File: src/hw/asp_pkg.sv
// Shared constants, types and helpers of the serial port
`default_nettype none
package asp_pkg;
    localparam int DATA_W = 9;
    localparam int RELOAD_W = 13;
    localparam int FRAC_W = 9;
    localparam int ABD_W = 17;
    localparam int OVS_SHIFT = 4;
    localparam int FIFO_WIDTH = 9;
    localparam int FIFO_DEPTH = 8;
    localparam int IRDA_W = 8;
    // Oversampling: 16 ticks per async bit, 8 ticks per sync bit
    localparam logic [3:0] OVS_LAST = 4'hf;
    localparam logic [3:0] OVS_MID = 4'h7;
    localparam logic [3:0] SYNC_LAST = 4'h7;
    localparam logic [3:0] SYNC_RISE = 4'h4;
    // Fixed IrDA pulse: 3 of 16 ticks
    localparam logic [3:0] IRDA_FIXED = 4'h3;
    localparam logic [3:0] BITS_8 = 4'h8;
    localparam logic [3:0] BITS_9 = 4'h9;
    localparam logic [1:0] MODE_SYNC = 2'h0;
    localparam logic [1:0] MODE_ASYNC8 = 2'h1;
    localparam logic [1:0] MODE_ASYNC9 = 2'h2;
    localparam logic [1:0] MODE_WAKE = 2'h3;

    typedef enum logic [1:0] {
        ST_IDLE = 2'h0,
        ST_START = 2'h1,
        ST_DATA = 2'h3,
        ST_STOP = 2'h2
    } asp_state_t;

    typedef enum logic [1:0] {
        ABD_WAIT = 2'h0,
        ABD_MEAS = 2'h1,
        ABD_DONE = 2'h3
    } asp_abd_t;

    function automatic logic [3:0] asp_frame_bits(input logic [1:0] mode);
        return (mode == MODE_ASYNC9 || mode == MODE_WAKE) ? BITS_9 : BITS_8;
    endfunction

    // Parity over all frame bits below the parity position
    function automatic logic asp_parity(input logic [DATA_W-1:0] dat,
                                        input logic [3:0] nbits,
                                        input logic odd);
        logic p;
        p = odd;
        for (int i = 0; i < DATA_W - 1; i++) begin
            if (4'(i) < nbits - 4'h1) begin
                p = p ^ dat[i];
            end
        end
        return p;
    endfunction
endpackage
`default_nettype wire

File: src/hw/asp_fifo.sv
// Flop-based FIFO with registered outputs
`timescale 1ns/10ps
`default_nettype none
module asp_fifo #(
    parameter int WIDTH = 9,
    parameter int DEPTH = 8
) (
    // Clock and reset
    input wire logic clk,
    input wire logic sys_rst,
    // Fill side
    input wire logic in_valid,
    input wire logic [WIDTH-1:0] in_data,
    output logic in_ready,
    // Drain side
    output logic out_valid,
    output logic [WIDTH-1:0] out_data,
    input wire logic out_ready
);
    import asp_pkg::*;
    localparam int AW = $clog2(DEPTH);

    // Storage keeps DEPTH-1 words; the output stage is the last slot
    typedef struct packed {
        logic [DEPTH-1:0][WIDTH-1:0] mem;
        logic [AW-1:0] wr;
        logic [AW-1:0] rd;
        logic [AW:0] cnt;
        logic full;
        logic rdy;
        logic ov;
        logic [WIDTH-1:0] od;
    } asp_fifo_st_t;

    asp_fifo_st_t q, d;
    logic push, take;

    always_comb begin
        d = q;
        push = in_valid && !q.full;
        take = (q.cnt != '0) && (!q.ov || out_ready);
        if (q.ov && out_ready) begin
            d.ov = 1'b0;
        end
        if (take) begin
            d.od = q.mem[q.rd];
            d.ov = 1'b1;
            d.rd = q.rd + 1'b1;
        end
        if (push) begin
            d.mem[q.wr] = in_data;
            d.wr = q.wr + 1'b1;
        end
        d.cnt = q.cnt + {{AW{1'b0}}, push} - {{AW{1'b0}}, take};
        d.full = (d.cnt == (AW+1)'(DEPTH - 1));
        d.rdy = !d.full;
    end

    always_ff @(posedge clk or posedge sys_rst) begin
        if (sys_rst) begin
            q <= '0;
        end else begin
            q <= d;
        end
    end

    assign in_ready = q.rdy;
    assign out_valid = q.ov;
    assign out_data = q.od;

    chk_fifo_hold_full: assert property (@(posedge clk) disable iff (sys_rst)
        q.full && !take |=> q.wr == $past(q.wr) && q.full)
        else $error("write pointer moved while buffer full");
endmodule
`default_nettype wire

File: src/hw/asp_top.sv
// Asynchronous/synchronous serial port core
//
// Function
// - Full-duplex async, half-duplex sync operation
// - Start bit, 8/9 data bits, 1-2 stops
// - Wake bit separates address from data
// - IrDA encoding with fixed or programmed pulse
// - Sync mode drives clock, 8-bit characters
// - Least significant bit always shifted first
// - Eight-character FIFO in each direction
// - Fractional divider produces standard rates
// - Async rate range set by divider
// - Sync rate range set by divider
// - Autobaud measures start bit, loads baud setting
// - Parity generated on send, checked on receive
// - Missing stop bit flags framing error
// - Full receive buffer flags overrun error
// - Loop-back routes transmit into receiver
// - Five request outputs for port events
`timescale 1ns/10ps
`default_nettype none
module asp_top (
    // Clock and reset
    input wire logic clk,
    input wire logic sys_rst,
    // Configuration
    input wire logic [1:0] cfg_mode,
    input wire logic cfg_parity_en,
    input wire logic cfg_parity_odd,
    input wire logic cfg_two_stop,
    input wire logic cfg_loopback,
    input wire logic cfg_irda_en,
    input wire logic cfg_irda_prog,
    input wire logic [asp_pkg::IRDA_W-1:0] cfg_irda_width,
    input wire logic [asp_pkg::RELOAD_W-1:0] cfg_reload,
    input wire logic [asp_pkg::FRAC_W-1:0] cfg_frac,
    input wire logic cfg_rx_en,
    input wire logic cfg_wake_filter,
    input wire logic cfg_abd_en,
    input wire logic err_clr,
    // Transmit data
    input wire logic tx_valid,
    input wire logic [asp_pkg::DATA_W-1:0] tx_data,
    output logic tx_ready,
    // Receive data
    output logic rx_valid,
    output logic [asp_pkg::DATA_W-1:0] rx_data,
    input wire logic rx_ready,
    // Serial pins
    input wire logic rxd_i,
    output logic rxd_o,
    output logic rxd_oe,
    output logic txd_o,
    // Status
    output logic err_parity,
    output logic err_frame,
    output logic err_overrun,
    output logic abd_done,
    output logic [asp_pkg::RELOAD_W-1:0] abd_reload,
    // Requests
    output logic irq_tx_empty,
    output logic irq_tx_done,
    output logic irq_rx,
    output logic irq_err,
    output logic irq_abd
);
    import asp_pkg::*;

    typedef struct packed {
        logic [FRAC_W-1:0] acc;
        logic [RELOAD_W-1:0] div;
        logic tick;
        asp_state_t tx_st;
        logic [3:0] tx_ovs;
        logic [3:0] tx_bit;
        logic [DATA_W-1:0] tx_sh;
        logic tx_lv;
        logic [IRDA_W-1:0] pw;
        logic txd;
        logic sclk;
        logic rxd_o;
        logic rxd_oe;
        logic sy_rx;
        logic [7:0] sy_in;
        asp_state_t rx_st;
        logic [3:0] rx_ovs;
        logic [3:0] rx_bit;
        logic [DATA_W-1:0] rx_sh;
        logic rx_prev;
        logic [3:0] irc;
        logic rxf_v;
        logic [DATA_W-1:0] rxf_d;
        logic e_par;
        logic e_frm;
        logic e_ovr;
        logic irq_txe;
        logic irq_txd;
        logic irq_rx;
        logic irq_err;
        logic irq_abd;
        asp_abd_t abd_st;
        logic abd_done;
        logic abd_prev;
        logic [ABD_W-1:0] abd_cnt;
        logic [RELOAD_W-1:0] abd_rl;
    } asp_top_st_t;

    asp_top_st_t q, d;
    logic [1:0] mode_eff;
    logic sync, par_on;
    logic [3:0] nb;
    logic [RELOAD_W-1:0] reload_eff;
    logic [FRAC_W-1:0] frac_eff;
    logic [FRAC_W:0] acc_sum;
    logic pre, newbit, pulse, din, raw, line, fall, rx_done;
    logic set_par, set_frm, set_ovr, pop, tx_out_valid, rx_in_ready;
    logic [DATA_W-1:0] tx_out_data, rx_w;

    // ****************************************************************
    // Buffers
    // ****************************************************************
    asp_fifo #(.WIDTH(FIFO_WIDTH), .DEPTH(FIFO_DEPTH)) u_tx_fifo (
        .clk(clk),
        .sys_rst(sys_rst),
        .in_valid(tx_valid),
        .in_data(tx_data),
        .in_ready(tx_ready),
        .out_valid(tx_out_valid),
        .out_data(tx_out_data),
        .out_ready(pop)
    );

    asp_fifo #(.WIDTH(FIFO_WIDTH), .DEPTH(FIFO_DEPTH)) u_rx_fifo (
        .clk(clk),
        .sys_rst(sys_rst),
        .in_valid(q.rxf_v),
        .in_data(q.rxf_d),
        .in_ready(rx_in_ready),
        .out_valid(rx_valid),
        .out_data(rx_data),
        .out_ready(rx_ready)
    );

    // ****************************************************************
    // Mode and line decode
    // ****************************************************************
    // Autobaud result overrides rate and forces 8-bit async framing
    assign mode_eff = q.abd_done ? MODE_ASYNC8 : cfg_mode;
    assign sync = (mode_eff == MODE_SYNC);
    assign par_on = cfg_parity_en && !sync && (mode_eff != MODE_WAKE);
    assign nb = asp_frame_bits(mode_eff);
    assign reload_eff = q.abd_done ? q.abd_rl : cfg_reload;
    assign frac_eff = q.abd_done ? '0 : cfg_frac;
    assign acc_sum = {1'b0, q.acc} + {1'b0, frac_eff};
    // Zero fraction bypasses the fractional stage
    assign pre = (frac_eff == '0) || acc_sum[FRAC_W];
    assign din = cfg_loopback ? q.rxd_o : rxd_i;
    assign raw = cfg_loopback ? q.tx_lv : rxd_i;
    // Loop-back carries the plain bit, so no pulse decode there
    assign line = (cfg_irda_en && !cfg_loopback) ? (raw && q.irc == '0)
                                                 : raw;
    assign fall = q.rx_prev && !line;
    assign rx_w = (nb == BITS_9) ? q.rx_sh : {1'b0, q.rx_sh[DATA_W-1:1]};

    // ****************************************************************
    // Next state
    // ****************************************************************
    always_comb begin
        d = q;
        pop = 1'b0;
        newbit = 1'b0;
        rx_done = 1'b0;
        set_par = 1'b0;
        set_frm = 1'b0;
        set_ovr = 1'b0;
        d.tick = 1'b0;
        d.rxf_v = 1'b0;
        d.irq_txe = 1'b0;
        d.irq_txd = 1'b0;
        d.irq_rx = 1'b0;
        d.irq_abd = 1'b0;
        d.acc = acc_sum[FRAC_W-1:0];
        if (pre) begin
            if (q.div == '0) begin
                d.div = reload_eff;
                d.tick = 1'b1;
            end else begin
                d.div = q.div - 1'b1;
            end
        end

        unique case (q.tx_st)
            ST_IDLE: begin
                d.tx_lv = 1'b1;
                d.sclk = 1'b1;
                d.rxd_oe = 1'b0;
                d.tx_ovs = '0;
                d.tx_bit = '0;
                if (tx_out_valid) begin
                    pop = 1'b1;
                    newbit = 1'b1;
                    d.irq_txe = 1'b1;
                    d.sy_rx = 1'b0;
                    d.tx_sh = tx_out_data;
                    if (par_on) begin
                        d.tx_sh[nb - 4'h1] = asp_parity(tx_out_data, nb,
                                                        cfg_parity_odd);
                    end
                    if (sync) begin
                        d.tx_st = ST_DATA;
                        d.sclk = 1'b0;
                        d.rxd_oe = 1'b1;
                        d.rxd_o = tx_out_data[0];
                    end else begin
                        d.tx_st = ST_START;
                        d.tx_lv = 1'b0;
                    end
                end else if (sync && cfg_rx_en) begin
                    d.tx_st = ST_DATA;
                    d.sclk = 1'b0;
                    d.sy_rx = 1'b1;
                    d.tx_sh = '1;
                end
            end
            ST_START: if (q.tick) begin
                if (q.tx_ovs == OVS_LAST) begin
                    d.tx_ovs = '0;
                    d.tx_st = ST_DATA;
                    d.tx_lv = q.tx_sh[0];
                    newbit = 1'b1;
                end else begin
                    d.tx_ovs = q.tx_ovs + 4'h1;
                end
            end
            ST_DATA: if (q.tick) begin
                if (sync && q.tx_ovs == SYNC_LAST) begin
                    d.tx_ovs = '0;
                    d.sclk = 1'b0;
                    d.tx_sh = q.tx_sh >> 1;
                    d.rxd_o = q.tx_sh[1];
                    if (q.tx_bit == BITS_8 - 4'h1) begin
                        d.tx_st = ST_IDLE;
                        d.sclk = 1'b1;
                        d.rxd_oe = 1'b0;
                        d.rxf_v = q.sy_rx || cfg_loopback;
                        d.rxf_d = {1'b0, q.sy_in};
                        d.irq_rx = d.rxf_v;
                        d.irq_txd = !q.sy_rx;
                        set_ovr = d.rxf_v && !rx_in_ready;
                    end else begin
                        d.tx_bit = q.tx_bit + 4'h1;
                    end
                end else if (sync) begin
                    d.tx_ovs = q.tx_ovs + 4'h1;
                    d.sclk = (d.tx_ovs >= SYNC_RISE);
                    if (d.tx_ovs == SYNC_RISE) begin
                        d.sy_in = {din, q.sy_in[7:1]};
                    end
                end else if (q.tx_ovs == OVS_LAST) begin
                    d.tx_ovs = '0;
                    newbit = 1'b1;
                    if (q.tx_bit == nb - 4'h1) begin
                        d.tx_st = ST_STOP;
                        d.tx_bit = '0;
                        d.tx_lv = 1'b1;
                    end else begin
                        d.tx_bit = q.tx_bit + 4'h1;
                        d.tx_sh = q.tx_sh >> 1;
                        d.tx_lv = q.tx_sh[1];
                    end
                end else begin
                    d.tx_ovs = q.tx_ovs + 4'h1;
                end
            end
            ST_STOP: if (q.tick) begin
                if (q.tx_ovs == OVS_LAST) begin
                    d.tx_ovs = '0;
                    newbit = 1'b1;
                    if (q.tx_bit != '0 || !cfg_two_stop) begin
                        d.tx_st = ST_IDLE;
                        d.irq_txd = 1'b1;
                    end else begin
                        d.tx_bit = 4'h1;
                    end
                end else begin
                    d.tx_ovs = q.tx_ovs + 4'h1;
                end
            end
        endcase

        // A zero bit goes out as one short low pulse
        d.pw = newbit ? '0 : ((q.pw == '1) ? q.pw : q.pw + 1'b1);
        pulse = cfg_irda_prog ? (d.pw < cfg_irda_width)
                              : (d.tx_ovs < IRDA_FIXED);
        d.txd = sync ? d.sclk
                     : (cfg_irda_en ? !(!d.tx_lv && pulse) : d.tx_lv);

        // Stretch an IrDA low pulse over roughly one bit
        if (!raw) begin
            d.irc = OVS_LAST;
        end else if (q.tick && q.irc != '0) begin
            d.irc = q.irc - 4'h1;
        end
        d.rx_prev = line;

        unique case (q.rx_st)
            ST_IDLE: if (fall && cfg_rx_en && !sync) begin
                d.rx_st = ST_START;
                d.rx_ovs = '0;
            end
            ST_START: if (q.tick) begin
                if (q.rx_ovs == OVS_MID) begin
                    d.rx_ovs = '0;
                    d.rx_bit = '0;
                    // A start bit that is high again at mid-bit was a glitch
                    d.rx_st = line ? ST_IDLE : ST_DATA;
                end else begin
                    d.rx_ovs = q.rx_ovs + 4'h1;
                end
            end
            ST_DATA: if (q.tick) begin
                if (q.rx_ovs == OVS_LAST) begin
                    d.rx_ovs = '0;
                    d.rx_sh = {line, q.rx_sh[DATA_W-1:1]};
                    if (q.rx_bit == nb - 4'h1) begin
                        d.rx_st = ST_STOP;
                    end else begin
                        d.rx_bit = q.rx_bit + 4'h1;
                    end
                end else begin
                    d.rx_ovs = q.rx_ovs + 4'h1;
                end
            end
            ST_STOP: if (q.tick) begin
                if (q.rx_ovs == OVS_LAST) begin
                    d.rx_st = ST_IDLE;
                    d.rx_ovs = '0;
                    rx_done = 1'b1;
                end else begin
                    d.rx_ovs = q.rx_ovs + 4'h1;
                end
            end
        endcase

        if (rx_done) begin
            set_frm = !line;
            set_par = par_on && (rx_w[nb - 4'h1] !=
                      asp_parity(rx_w, nb, cfg_parity_odd));
            // Address filter drops data characters while waiting
            if (!(cfg_wake_filter && mode_eff == MODE_WAKE &&
                  !rx_w[DATA_W-1])) begin
                d.rxf_v = 1'b1;
                d.rxf_d = rx_w;
                d.irq_rx = 1'b1;
                set_ovr = !rx_in_ready;
            end
        end
        // Set wins over a clear in the same cycle
        d.e_par = set_par || (q.e_par && !err_clr);
        d.e_frm = set_frm || (q.e_frm && !err_clr);
        d.e_ovr = set_ovr || (q.e_ovr && !err_clr);
        d.irq_err = set_par || set_frm || set_ovr;

        // Autobaud: start bit length gives sixteen ticks of one bit
        d.abd_prev = rxd_i;
        unique case (q.abd_st)
            ABD_WAIT: if (cfg_abd_en && q.abd_prev && !rxd_i) begin
                d.abd_st = ABD_MEAS;
                d.abd_cnt = ABD_W'(1'b1); // Detection cycle is already low
                d.irq_abd = 1'b1;
            end
            ABD_MEAS: begin
                if (q.abd_cnt != '1) begin
                    d.abd_cnt = q.abd_cnt + 1'b1;
                end
                if (rxd_i) begin
                    d.abd_st = ABD_DONE;
                    d.abd_done = 1'b1;
                    d.irq_abd = 1'b1;
                    d.abd_rl = (q.abd_cnt[ABD_W-1:OVS_SHIFT] == '0) ? '0
                             : q.abd_cnt[ABD_W-1:OVS_SHIFT] - 1'b1;
                end
            end
            ABD_DONE: if (!cfg_abd_en) begin
                d.abd_st = ABD_WAIT;
                d.abd_done = 1'b0;
            end
            default: d.abd_st = ABD_WAIT;
        endcase
    end

    always_ff @(posedge clk or posedge sys_rst) begin
        if (sys_rst) begin
            q <= '0;
            q.tx_lv <= 1'b1;
            q.txd <= 1'b1;
            q.sclk <= 1'b1;
            q.rx_prev <= 1'b1;
            q.abd_prev <= 1'b1;
        end else begin
            q <= d;
        end
    end

    // ****************************************************************
    // Outputs
    // ****************************************************************
    assign txd_o = q.txd;
    assign rxd_o = q.rxd_o;
    assign rxd_oe = q.rxd_oe;
    assign err_parity = q.e_par;
    assign err_frame = q.e_frm;
    assign err_overrun = q.e_ovr;
    assign abd_done = q.abd_done;
    assign abd_reload = q.abd_rl;
    assign irq_tx_empty = q.irq_txe;
    assign irq_tx_done = q.irq_txd;
    assign irq_rx = q.irq_rx;
    assign irq_err = q.irq_err;
    assign irq_abd = q.irq_abd;

    // ****************************************************************
    // Checks
    // ****************************************************************
    chk_sync_drive_only: assert property (@(posedge clk)
        disable iff (sys_rst) rxd_oe |-> q.tx_st == ST_DATA && !q.sy_rx)
        else $error("data pin driven outside a sync send");
    chk_tx_start_low: assert property (@(posedge clk)
        disable iff (sys_rst)
        q.tx_st == ST_IDLE && tx_out_valid && !sync && !cfg_irda_en
        |=> !txd_o && q.tx_st == ST_START)
        else $error("start bit not low");
    chk_tx_stop_high: assert property (@(posedge clk)
        disable iff (sys_rst) q.tx_st == ST_STOP |-> q.tx_lv)
        else $error("stop bit not high");
    chk_sync_lsb_first: assert property (@(posedge clk)
        disable iff (sys_rst)
        q.tx_st == ST_IDLE && tx_out_valid && sync
        |=> rxd_oe && rxd_o == $past(tx_out_data[0]))
        else $error("sync send did not begin with bit 0");
    chk_irda_idle_high: assert property (@(posedge clk)
        disable iff (sys_rst)
        q.tx_st == ST_IDLE && !tx_out_valid && cfg_irda_en && !sync
        |=> txd_o)
        else $error("IrDA line not high when idle");
    chk_tick_spacing: assert property (@(posedge clk)
        disable iff (sys_rst)
        q.tick && reload_eff != '0 && $stable(reload_eff) |=> !q.tick)
        else $error("baud ticks closer than the reload allows");
    chk_frame_flag: assert property (@(posedge clk)
        disable iff (sys_rst) rx_done && !line |=> err_frame && irq_err)
        else $error("missing stop bit not flagged");
    chk_overrun_flag: assert property (@(posedge clk)
        disable iff (sys_rst) d.rxf_v && !rx_in_ready |=> err_overrun)
        else $error("overrun not flagged");
    chk_abd_requests: assert property (@(posedge clk)
        disable iff (sys_rst)
        q.abd_st == ABD_MEAS ##1 q.abd_st == ABD_DONE |-> irq_abd)
        else $error("autobaud end request missing");
endmodule
`default_nettype wire

File: config.mk
export PLATFORM = sky130hd
export DESIGN_NAME = asp_top
export DESIGN_NICKNAME = d
export VERILOG_FILES = /design/src/hw/asp_pkg.sv /design/src/hw/asp_fifo.sv /design/src/hw/asp_top.sv
export SDC_FILE = /design/constraint.sdc
export NUM_CORES = 1
export LEC_CHECK = 0
export ABC_AREA = 1
export BUFFER_PORTS_ARGS = -buffer_cell sky130_fd_sc_hd__buf_2
export CORE_MARGIN = 4
export CORE_UTILIZATION = 30
export CTS_CLUSTER_SIZE = 16
export DETAILED_ROUTE_END_ITERATION = 8
export PLACE_DENSITY = 0.49
export SYNTH_ARGS = -nofsm -noshare
export SYNTH_HDL_FRONTEND = slang
export SYNTH_SLANG_ARGS = --single-unit
File: constraint.sdc
create_clock -name clk -period 15.65 [get_ports clk]
set_input_delay 0.7825 -clock clk [delete_from_list [all_inputs] [get_ports clk]]
set_output_delay 0.7825 -clock clk [all_outputs]
set_load 0.03 [all_outputs]
Word level (Yosys, flattened, before mapping)
Cells that the tools add are included.

Register bits: 328. Bits in latches: 0. Memory bits (writable): 0. ROM bits: 0. Bits of input ports: 56. Memories: 0.

Add/sub/neg operators: 19. Multipliers: 0. Div/mod/pow operators: 0. $lt $le $gt $ge: 19. Equal/unequal tests: 57. Shift-type cells: 0. Mux-type cells: 195. Bitwise gates (word level): 17. Reductions and logical operators: 93.

Operator list (count): $bwmux 72 (2); $mux 10 (10); $mux 1 (99); $mux 9 (10); $bmux 9 s3 (2); $demux 9 s3 (2); $mux 13 (4); $mux 4 (13); $ne 2x2->1 const B (24); $pmux 6 s4 (2); $mux 2 (21); $mux 19 (2); $mux 17 (2); $pmux 17 s2 (1); $logic_and 1x1->1 (29); $mux 14 (2); $logic_not 13->1 (2); $sub 13x1->13 const B (2); $eq 4x3->1 const B (6); $mux 20 (1); $mux 6 (3); $ne 3x3->1 const B (6); $pmux 9 s2 (1); $add 17x1->17 const B (1); other kinds (55) (153).

Logic depth before layout (Yosys ltp)
Gate-level depths: netlist of run 1.

Depth in word-level cells: 49. Depth in mapped cells: 18. Mapped depth without buffers: 17.

By module
From an unflattened synthesis of run 1, not the netlist that was laid out.

Cells, all modules: 2237. Area total of the unflattened synthesis: 17777.0 µm².

By module, submodules not included: asp_top (times used 1, cells each 1109, area each 8461.9 µm², sequential area each 3484.6 µm²); asp_fifo at u_rx_fifo (times used 1, cells each 564, area each 4658.2 µm², sequential area each 2352.3 µm²); asp_fifo at u_tx_fifo (times used 1, cells each 564, area each 4657.0 µm², sequential area each 2352.3 µm²).

Worst setup path after synthesis of run 1
OpenSTA, ideal clock, no wires.

Path kind: register to register. Start point: register q[115] (netlist name). End point: register u_tx_fifo.q (netlist bit u_tx_fifo.in_ready). Arrival: 2.769 ns. Data required time: 15.535 ns. Path slack: 12.766 ns. Cell stages (with the launch flop): 17. Cell sequence: dfrtp_1 inv_1 ha_1 buf_2 inv_1 nand2_1 nand2_1 inv_1 buf_2 ha_1 inv_1 ha_1 fa_1 xnor2_1 nor2_1 and3_1 inv_1.

RTL lines: start: declaration (RTL line asp_top.sv:108) `asp_top_st_t q, d;`; end signal: assignment (RTL line asp_fifo.sv:61) `q <= '0;`; end signal: assignment (RTL line asp_fifo.sv:63) `q <= d;`; end: declaration (RTL line asp_fifo.sv:35) `asp_fifo_st_t q, d;`.

==> results of run 1 <==
-- registers in the layout (all words and copies together), names as in the netlist, 9 cells and up --
name / flops
u_rx_fifo.out_data: 9
u_tx_fifo.out_data: 9
u_rx_fifo.q: 83
q: 114
u_tx_fifo.q: 83
abd_reload: 13
-- cells in the final DEF (no fill, tap or decap), types with 4 or more instances in the layout --
cell type	n
buf_2	91
inv_1	218
clkbuf_16	41
buf_4	13
bufinv_16	4
nand3_1	88
a21oi_1	88
nand4_1	15
a31oi_1	13
nor2_2	8
clkbuf_8	10
nor3_4	5
dfrtp_1	322
clkbuf_1	10
xor2_1	26
clkinv_2	5
o21ai_1	30
nand2_1	431
o21ai_0	235
o32ai_1	21
nor2_1	187
nand3_2	4
o22ai_1	11
nor2_4	6
dfstp_2	5
nor3_1	17
nor4_1	8
mux2i_1	4
xnor2_1	26
ha_1	49
nor3_2	6
inv_2	13
o211ai_1	45
-- per-layer routing --
metal  vias to the layer above  share of wire (%)  global-route usage (%)
li1                       6754                  -                       -
met1                      6440                 50                    20.5
met2                       223                 45                    22.8
met3                        47                3.7                    2.12
met4                         0                1.7                    3.61
met5                         -                  0                       0
-- cell families after synthesis --
logic type / Yosys count / share of synthesized area [%]
AND/OR/NAND/NOR: 791 / 20.5
AO/OA/AOI/OAI: 466 / 15.7
buffers and inverters: 329 / 8.13
flip-flops: 327 / 48.8
XOR/XNOR: 52 / 2.71
adder cells (fa/ha/maj): 52 / 4.01
multiplexers: 4 / 0.238
-- worst max-delay path by stage --
stage	startpoint	to	slack, ns	depth (start not counted)
detailed placement	sys_rst	u_rx_fifo.out_data[7]	12.19	4
finish	q[115]	u_tx_fifo.in_ready	12.29	14
global route	q[115]	u_tx_fifo.in_ready	12.08	14
global placement	sys_rst	u_rx_fifo.out_data[2]	12.20	4
floorplan	sys_rst	abd_done	5.82	1
CTS	q[115]	u_tx_fifo.in_ready	12.28	14
-- Yosys cell counts, types with 13 or more instances --
| library cell | number |
|---|---|
| xor2_1 | 26 |
| o21ai_1 | 30 |
| inv_1 | 219 |
| xnor2_1 | 26 |
| nor3_1 | 17 |
| o211ai_1 | 45 |
| dfrtp_1 | 322 |
| nand3_1 | 88 |
| buf_2 | 15 |
| nand4_1 | 15 |
| inv_2 | 13 |
| buf_4 | 24 |
| nor2_1 | 187 |
| a31oi_1 | 13 |
| o21ai_0 | 235 |
| ha_1 | 49 |
| a21oi_1 | 88 |
| nand2_1 | 431 |
| o32ai_1 | 21 |
| clkbuf_1 | 43 |
-- where the power goes --
| group | internal, mW | switching, mW | total, mW |
|---|---|---|---|
| clock network | 0.595 | 0.369 | 0.964 |
| registers | 1.05 | 0.143 | 1.20 |
| logic | 0.377 | 0.690 | 1.07 |
-- worst max-delay path, stage by stage (launching register included) --
cell and delay [ns]:
dfrtp_1 0.41, inv_1 0.10, ha_1 0.31, inv_1 0.21, nand2_1 0.11, nand2_1 0.26
inv_1 0.36, ha_1 0.40, inv_1 0.04, ha_1 0.20, fa_1 0.38, xnor2_1 0.15
nor2_1 0.09, and3_1 0.17, inv_1 0.04
-- stage by stage --
stage               setup WS [ns]  instance area (um^2)  util [%]  hold slack, ns
finish                      12.29                 19200      34.7           0.318
global route                12.08                 19200      34.7           0.339
CTS                         12.28                 19200      34.7           0.334
detailed placement          12.19                 17800      32.2           0.464
global placement            12.20                 17800      32.2           0.462
floorplan                    5.82                 16800         -           0.448
-- final cells by class --
type                            instances  area, um^2
Multi-Input combinational cell       1365        7240
Tap cell                              748         936
Timing Repair Buffer                  104         553
Fill cell                            5862       36100
Clock inverter                         12         170
Antenna cell                            1        2.50
Clock buffer                           61        1200
Inverter                              237         902
Sequential cell                       327        8190
==> reports/metrics.yaml, run 1 <==
timing:
  period_minus_slack_ns: 3.36
  slew_headroom_pct: 20.4
  hold_violations: 0
  drv_slew: 0
  rsz0062_at_grt: "no"
  setup_viol: 0
  fin_crit_sh_pct: 21.5
  max_freq_mhz: 298
  worst_pin_slew_ns: 1.19
  setup_tns_ns: 0
  fin_skew_ns: 0.0191
setup_path:
  crit_fanout: 16
  ff2ff_setup_slack_ns: 12.29
  reg2reg_to: "u_tx_fifo.in_ready"
  endpoint_kind: "flip-flop"
  cp-start-kind: "flip-flop"
  cp.arrival_ns: 3.81
  crit_type: "flip-flop to flip-flop"
  reg2regPathDepth: 14
  cp.required_ns: 16.10
  r2r-start: "q[115]"
place:
  gp_congestion: 0.856
  dpl.cell_count: 2781
  port-buffer-count: 91
  dpl.hpwl_um: 29100
detailed_routing:
  routedWlPerCell_um: 14.8
  first_pass_iters: 5
  drt.antenna.violating_nets: 0
  finalWirelength_um: 42400
  drc_errors: 0
  vias: 13464
  drt_iter0_markers: 918
  viasPerCell: 4.72
yosys:
  yosys_warnings: 0
  synth-edff-count: 0
  synth-async-reset-ratio_pct: 100
  post_synth_main_area_contributors: "dfrtp_1, nand2_1, o21ai_0, inv_1, nor2_1"
  synth_area_um2: 16800
  ys_seq_area_share_pct: 48.8
  synth_flop_cell: "dfrtp_1"
  synth_area_per_cell_um2: 8.31
  synth_top_area_share_pct: 48.0
  ys_seq_elements: 327
  synth.largest_area_cell: "dfrtp_1"
  synth_fp_nets: 2129
  ys_types: 61
  synth_cells: 2021
final_layout:
  fin_nets: 2183
  drive_gt1_share_pct: 11.1
  area_growth_syn_to_layout_pct: 14.3
  stdcell_count: 2855
global_routing:
  overflow: 0
  grt_pass1_wl_um: 71100
  grt_usage_pct: 14.3
  antenna_found_initial: 1
  grt_pass1_vias: 13501
  grt_max_degree: 128
run:
  cap_violations: 0
die:
  fp.dieH_um: 245
  die-area_um2: 59800
  start_util_pct: 30.4
  coreArea_um2: 55300
  ios: 92
  rows: 86
  die_w_um: 245
clock_tree:
  cts-resized-gates: 0
  cts_max_level: 2
  cts_buffers: 40
  clkSinkCount: 327
  clk_latency_ns: 0.56
  cts_tree: "built"
  root_buffer: "clkbuf_16"
  holdBufCountCts: 0
  post_cts_buffers: 0
  clk_pin_slew_ns: 0.06
  clockBufferDepth: 3
outcome:
  status: "complete, no violations"
min_path:
  hp-class: "input port to asynchronous set/reset pin"
power:
  power_density_nw_per_um2: 168
  fin_total_pwr_mw: 3.23
  vdd_drop_max_uv: 89.9
  leakagePower_nw: 9.24
No activity file was read; power rests on OpenSTA's default activity.
==> run 2: changes to the inputs <==
==> constraint.sdc (replaced) <==
create_clock -name clk -period 3.4 [get_ports clk]
set_input_delay 0.17 -clock clk [delete_from_list [all_inputs] [get_ports clk]]
set_output_delay 0.17 -clock clk [all_outputs]
set_load 0.03 [all_outputs]
==> run 2 against run 1 <==
Effect of this change: power grew to 4.5 times the previous value; clock skew shrank 0.0013 ns; sequential power grew to 4.6 times the previous value; worst setup slack lost 12 ns; register-to-register slack lost 12 ns; first-iteration DRC count shrank 5.6%; maximum frequency grew 17%; die area is the same; cell count grew 0.84%; critical path type unchanged; critical endpoint is now txd_o; highest routed layer unchanged.
==> reports/metrics.yaml, run 2 (synthesis gave the netlist of run 1 again) <==
outcome:
  status: "complete, no violations"
setup_path:
  cp.required_ns: 3.88  # -12.22 ns
  path_depth: 17  # +3
  path_common_cell: "nand2_1"
  cp.arrival_ns: 3.35  # -0.46 ns
  slowest_delay_ns: 0.42  # about the same
  slowest_stage: "dfrtp_1"
  r2r-start: "q[115]"
  cp-start-kind: "flip-flop"
  cp_cell_sequence: "inv_1 -> ha_1 -> inv_1 -> nand2_1 -> nor2_1 -> nand2_1 -> nand2_1 -> inv_1 -> nand2_1 -> inv_1 -> ha_1 -> a21oi_1 -> nor2_1 -> a2111oi_0 -> nand2_1 -> nand2_1 -> a21oi_1"
  reg2regPathDepth: 17  # +3
  crit_fanout: 8  # -8
  cp_top_family: "simple AND/OR/NAND/NOR gates"
  critPathLaunch: "q[115]"
  endpoint_kind: "flip-flop"
  crit_buf_inv: 4  # -1
  crit_type: "flip-flop to flip-flop"
detailed_routing:
  drt_iter0_markers: 867  # -5.6%
  drt.antenna.violating_nets: 0  # unchanged
  viasPerCell: 4.72  # about the same
  vias: 13586  # +0.91%
  routedWlPerCell_um: 14.8  # -0.34%
  first_pass_iters: 5  # unchanged
  finalWirelength_um: 42600  # +0.50%
  drc_errors: 0  # unchanged
clock_tree:
  clkSinkCount: 327  # unchanged
  cts_max_level: 2  # unchanged
  cts_tree: "built"
  root_buffer: "clkbuf_16"
  clk_pin_slew_ns: 0.06  # about the same
  cts_buffers: 39  # -2.5%
  cts-resized-gates: 0  # unchanged
  clk_latency_ns: 0.57  # about the same
  clockBufferDepth: 3  # unchanged
die:
  fp.dieH_um: 245  # unchanged
  coreArea_um2: 55300  # unchanged
  die_w_um: 245  # unchanged
  die-area_um2: 59800  # unchanged
  start_util_pct: 30.4  # unchanged
  rows: 86  # unchanged
  ios: 92  # unchanged
power:
  swShare_pct: 38.3  # +1.0 points
  vdd_drop_max_uv: 340  # +280%
  p_int_mw: 8.95  # +340%
  power_density_nw_per_um2: 749  # +350%
  p_comb_share_pct: 34.1  # +1.0 points
  power_switching_mw: 5.55  # +360%
  p_clk_share_pct: 27.8  # -2.1 points
  leakagePower_nw: 9.30  # +0.66%
  power_frac_seq_pct: 38.1  # +1.1 points
timing:
  fin_crit_sh_pct: 84.5  # +63 points
  period_minus_slack_ns: 2.87  # -0.486 ns
  drv_slew: 0  # unchanged
  setup_viol: 0  # unchanged
  rsz0062_at_grt: "no"
  slew_headroom_pct: 41.4  # +21 points
  max_freq_mhz: 348  # +17%
  hold_violations: 0  # unchanged
  worst_pin_slew_ns: 0.878  # -0.309 ns
  fin_skew_ns: 0.0178  # -0.00131 ns
final_layout:
  area_growth_syn_to_layout_pct: 15.2
  largest_reg_flops: 114  # unchanged
  fin_nets: 2209  # +1.2%
  final_common_cell: "nand2_1"
  largestRegisters: "q: 114 flops, u_rx_fifo.q: 83 flops, u_tx_fifo.q: 83 flops"
  fin_area_um2: 19300  # +0.76%
  antenna_cells: 0  # -1
  final_cell_mix: "nand2_1, dfrtp_1, o21ai_0"
  max_flop_register: "q"
  n_fill_cell: 5856  # -0.10%
  stdcell_count: 2879  # +0.84%
  drive_gt1_share_pct: 11.0  # -0.083 points
place:
  gp_congestion: 0.863  # +0.83%
  postPlaceCellArea_um2: 17900  # +0.44%
  dpl.hpwl_um: 29600  # +1.7%
  dpl.cell_count: 2787  # +0.22%
  port-buffer-count: 91  # unchanged
global_routing:
  grt_pass1_vias: 13334  # -1.2%
  antenna_found_initial: 0  # -1
  grt_pass1_wl_um: 70600  # -0.66%
  grt_max_degree: 115  # -10%
  grt_usage_pct: 14.3  # -0.041 points
  overflow: 0  # unchanged
min_path:
  worstHoldPathCells: 5
  hold_start: "cfg_reload[0]"
  hp-class: "input port to flip-flop"
run:
  cap_violations: 0  # unchanged
-- run 2: repair_timing --
| action | CTS | global route |
|---|---|---|
| setup endpoints to repair | 0 | 0 |
| hold buffers | 21 | 0 |
| buffers inserted | 0 | 0 |
| endpoints found under the hold margin | 104 | 0 |
-- run 2: tightest hold or removal path, cell delays in order --
cell     delay [ns]
buf_2          0.07
o21ai_0        0.06
o21ai_0        0.15
nand2_1        0.05
o21ai_0        0.06
-- run 2: area by class of cell --
cell class	count	area, um^2	share of cell area (%)
flip-flops and latches	327	8190	42.3
multi-input cells	1365	7240	37.4
clock buffers	60	1130	5.87
well taps	748	936	4.84
inverters	237	898	4.64
repair buffers	131	846	4.37
clock inverters	11	96.3	0.498
-- run 2: power groups by stage --
stage / clock (mW) / sequential (mW) / combinational [mW]
2_1_floorplan: 0 / 5.34 / 4.05
3_3_place_gp: 0 / 5.57 / 4.90
3_5_place_dp: 0 / 5.59 / 4.97
4_1_cts: 4.19 / 5.53 / 5.01
5_1_grt: 4.34 / 5.65 / 5.68
6_report: 4.03 / 5.53 / 4.94
-- run 2: through the flow --
| stage | setup TNS [ns] | utilization (%) | hold WS, ns | power (mW) | worst slack (ns) |
|---|---|---|---|---|---|
| after global routing | 0 | 35.0 | 0.0425 | 15.7 | 0.0641 |
| after CTS | 0 | 35.0 | 0.00585 | 14.7 | 0.520 |
| final | 0 | 35.0 | 0.0393 | 14.5 | 0.528 |
| after global placement | 0 | 32.4 | 0.318 | 10.5 | 0.607 |
| after floorplan | -364.06 | - | 0.174 | 9.39 | -1.13 |
| after detailed placement | 0 | 32.4 | 0.317 | 10.6 | 0.541 |
-- run 2: layer usage --
layer | GRT usage (%) | part of all wire [%]
met1 | 20.1 | 48
met2 | 22.8 | 46
met3 | 2.11 | 3.6
met4 | 4.36 | 2.3
met5 | 0 | 0
-- run 2: worst paths after layout --
kind                       slack, ns     end
min in group asynchronous       0.30  q[135]
max in group asynchronous       2.06   q[44]
min reg2reg                     0.48   q[64]
max reg2reg                     0.53   txd_o
max                             0.53   txd_o
min                             0.04  q[118]
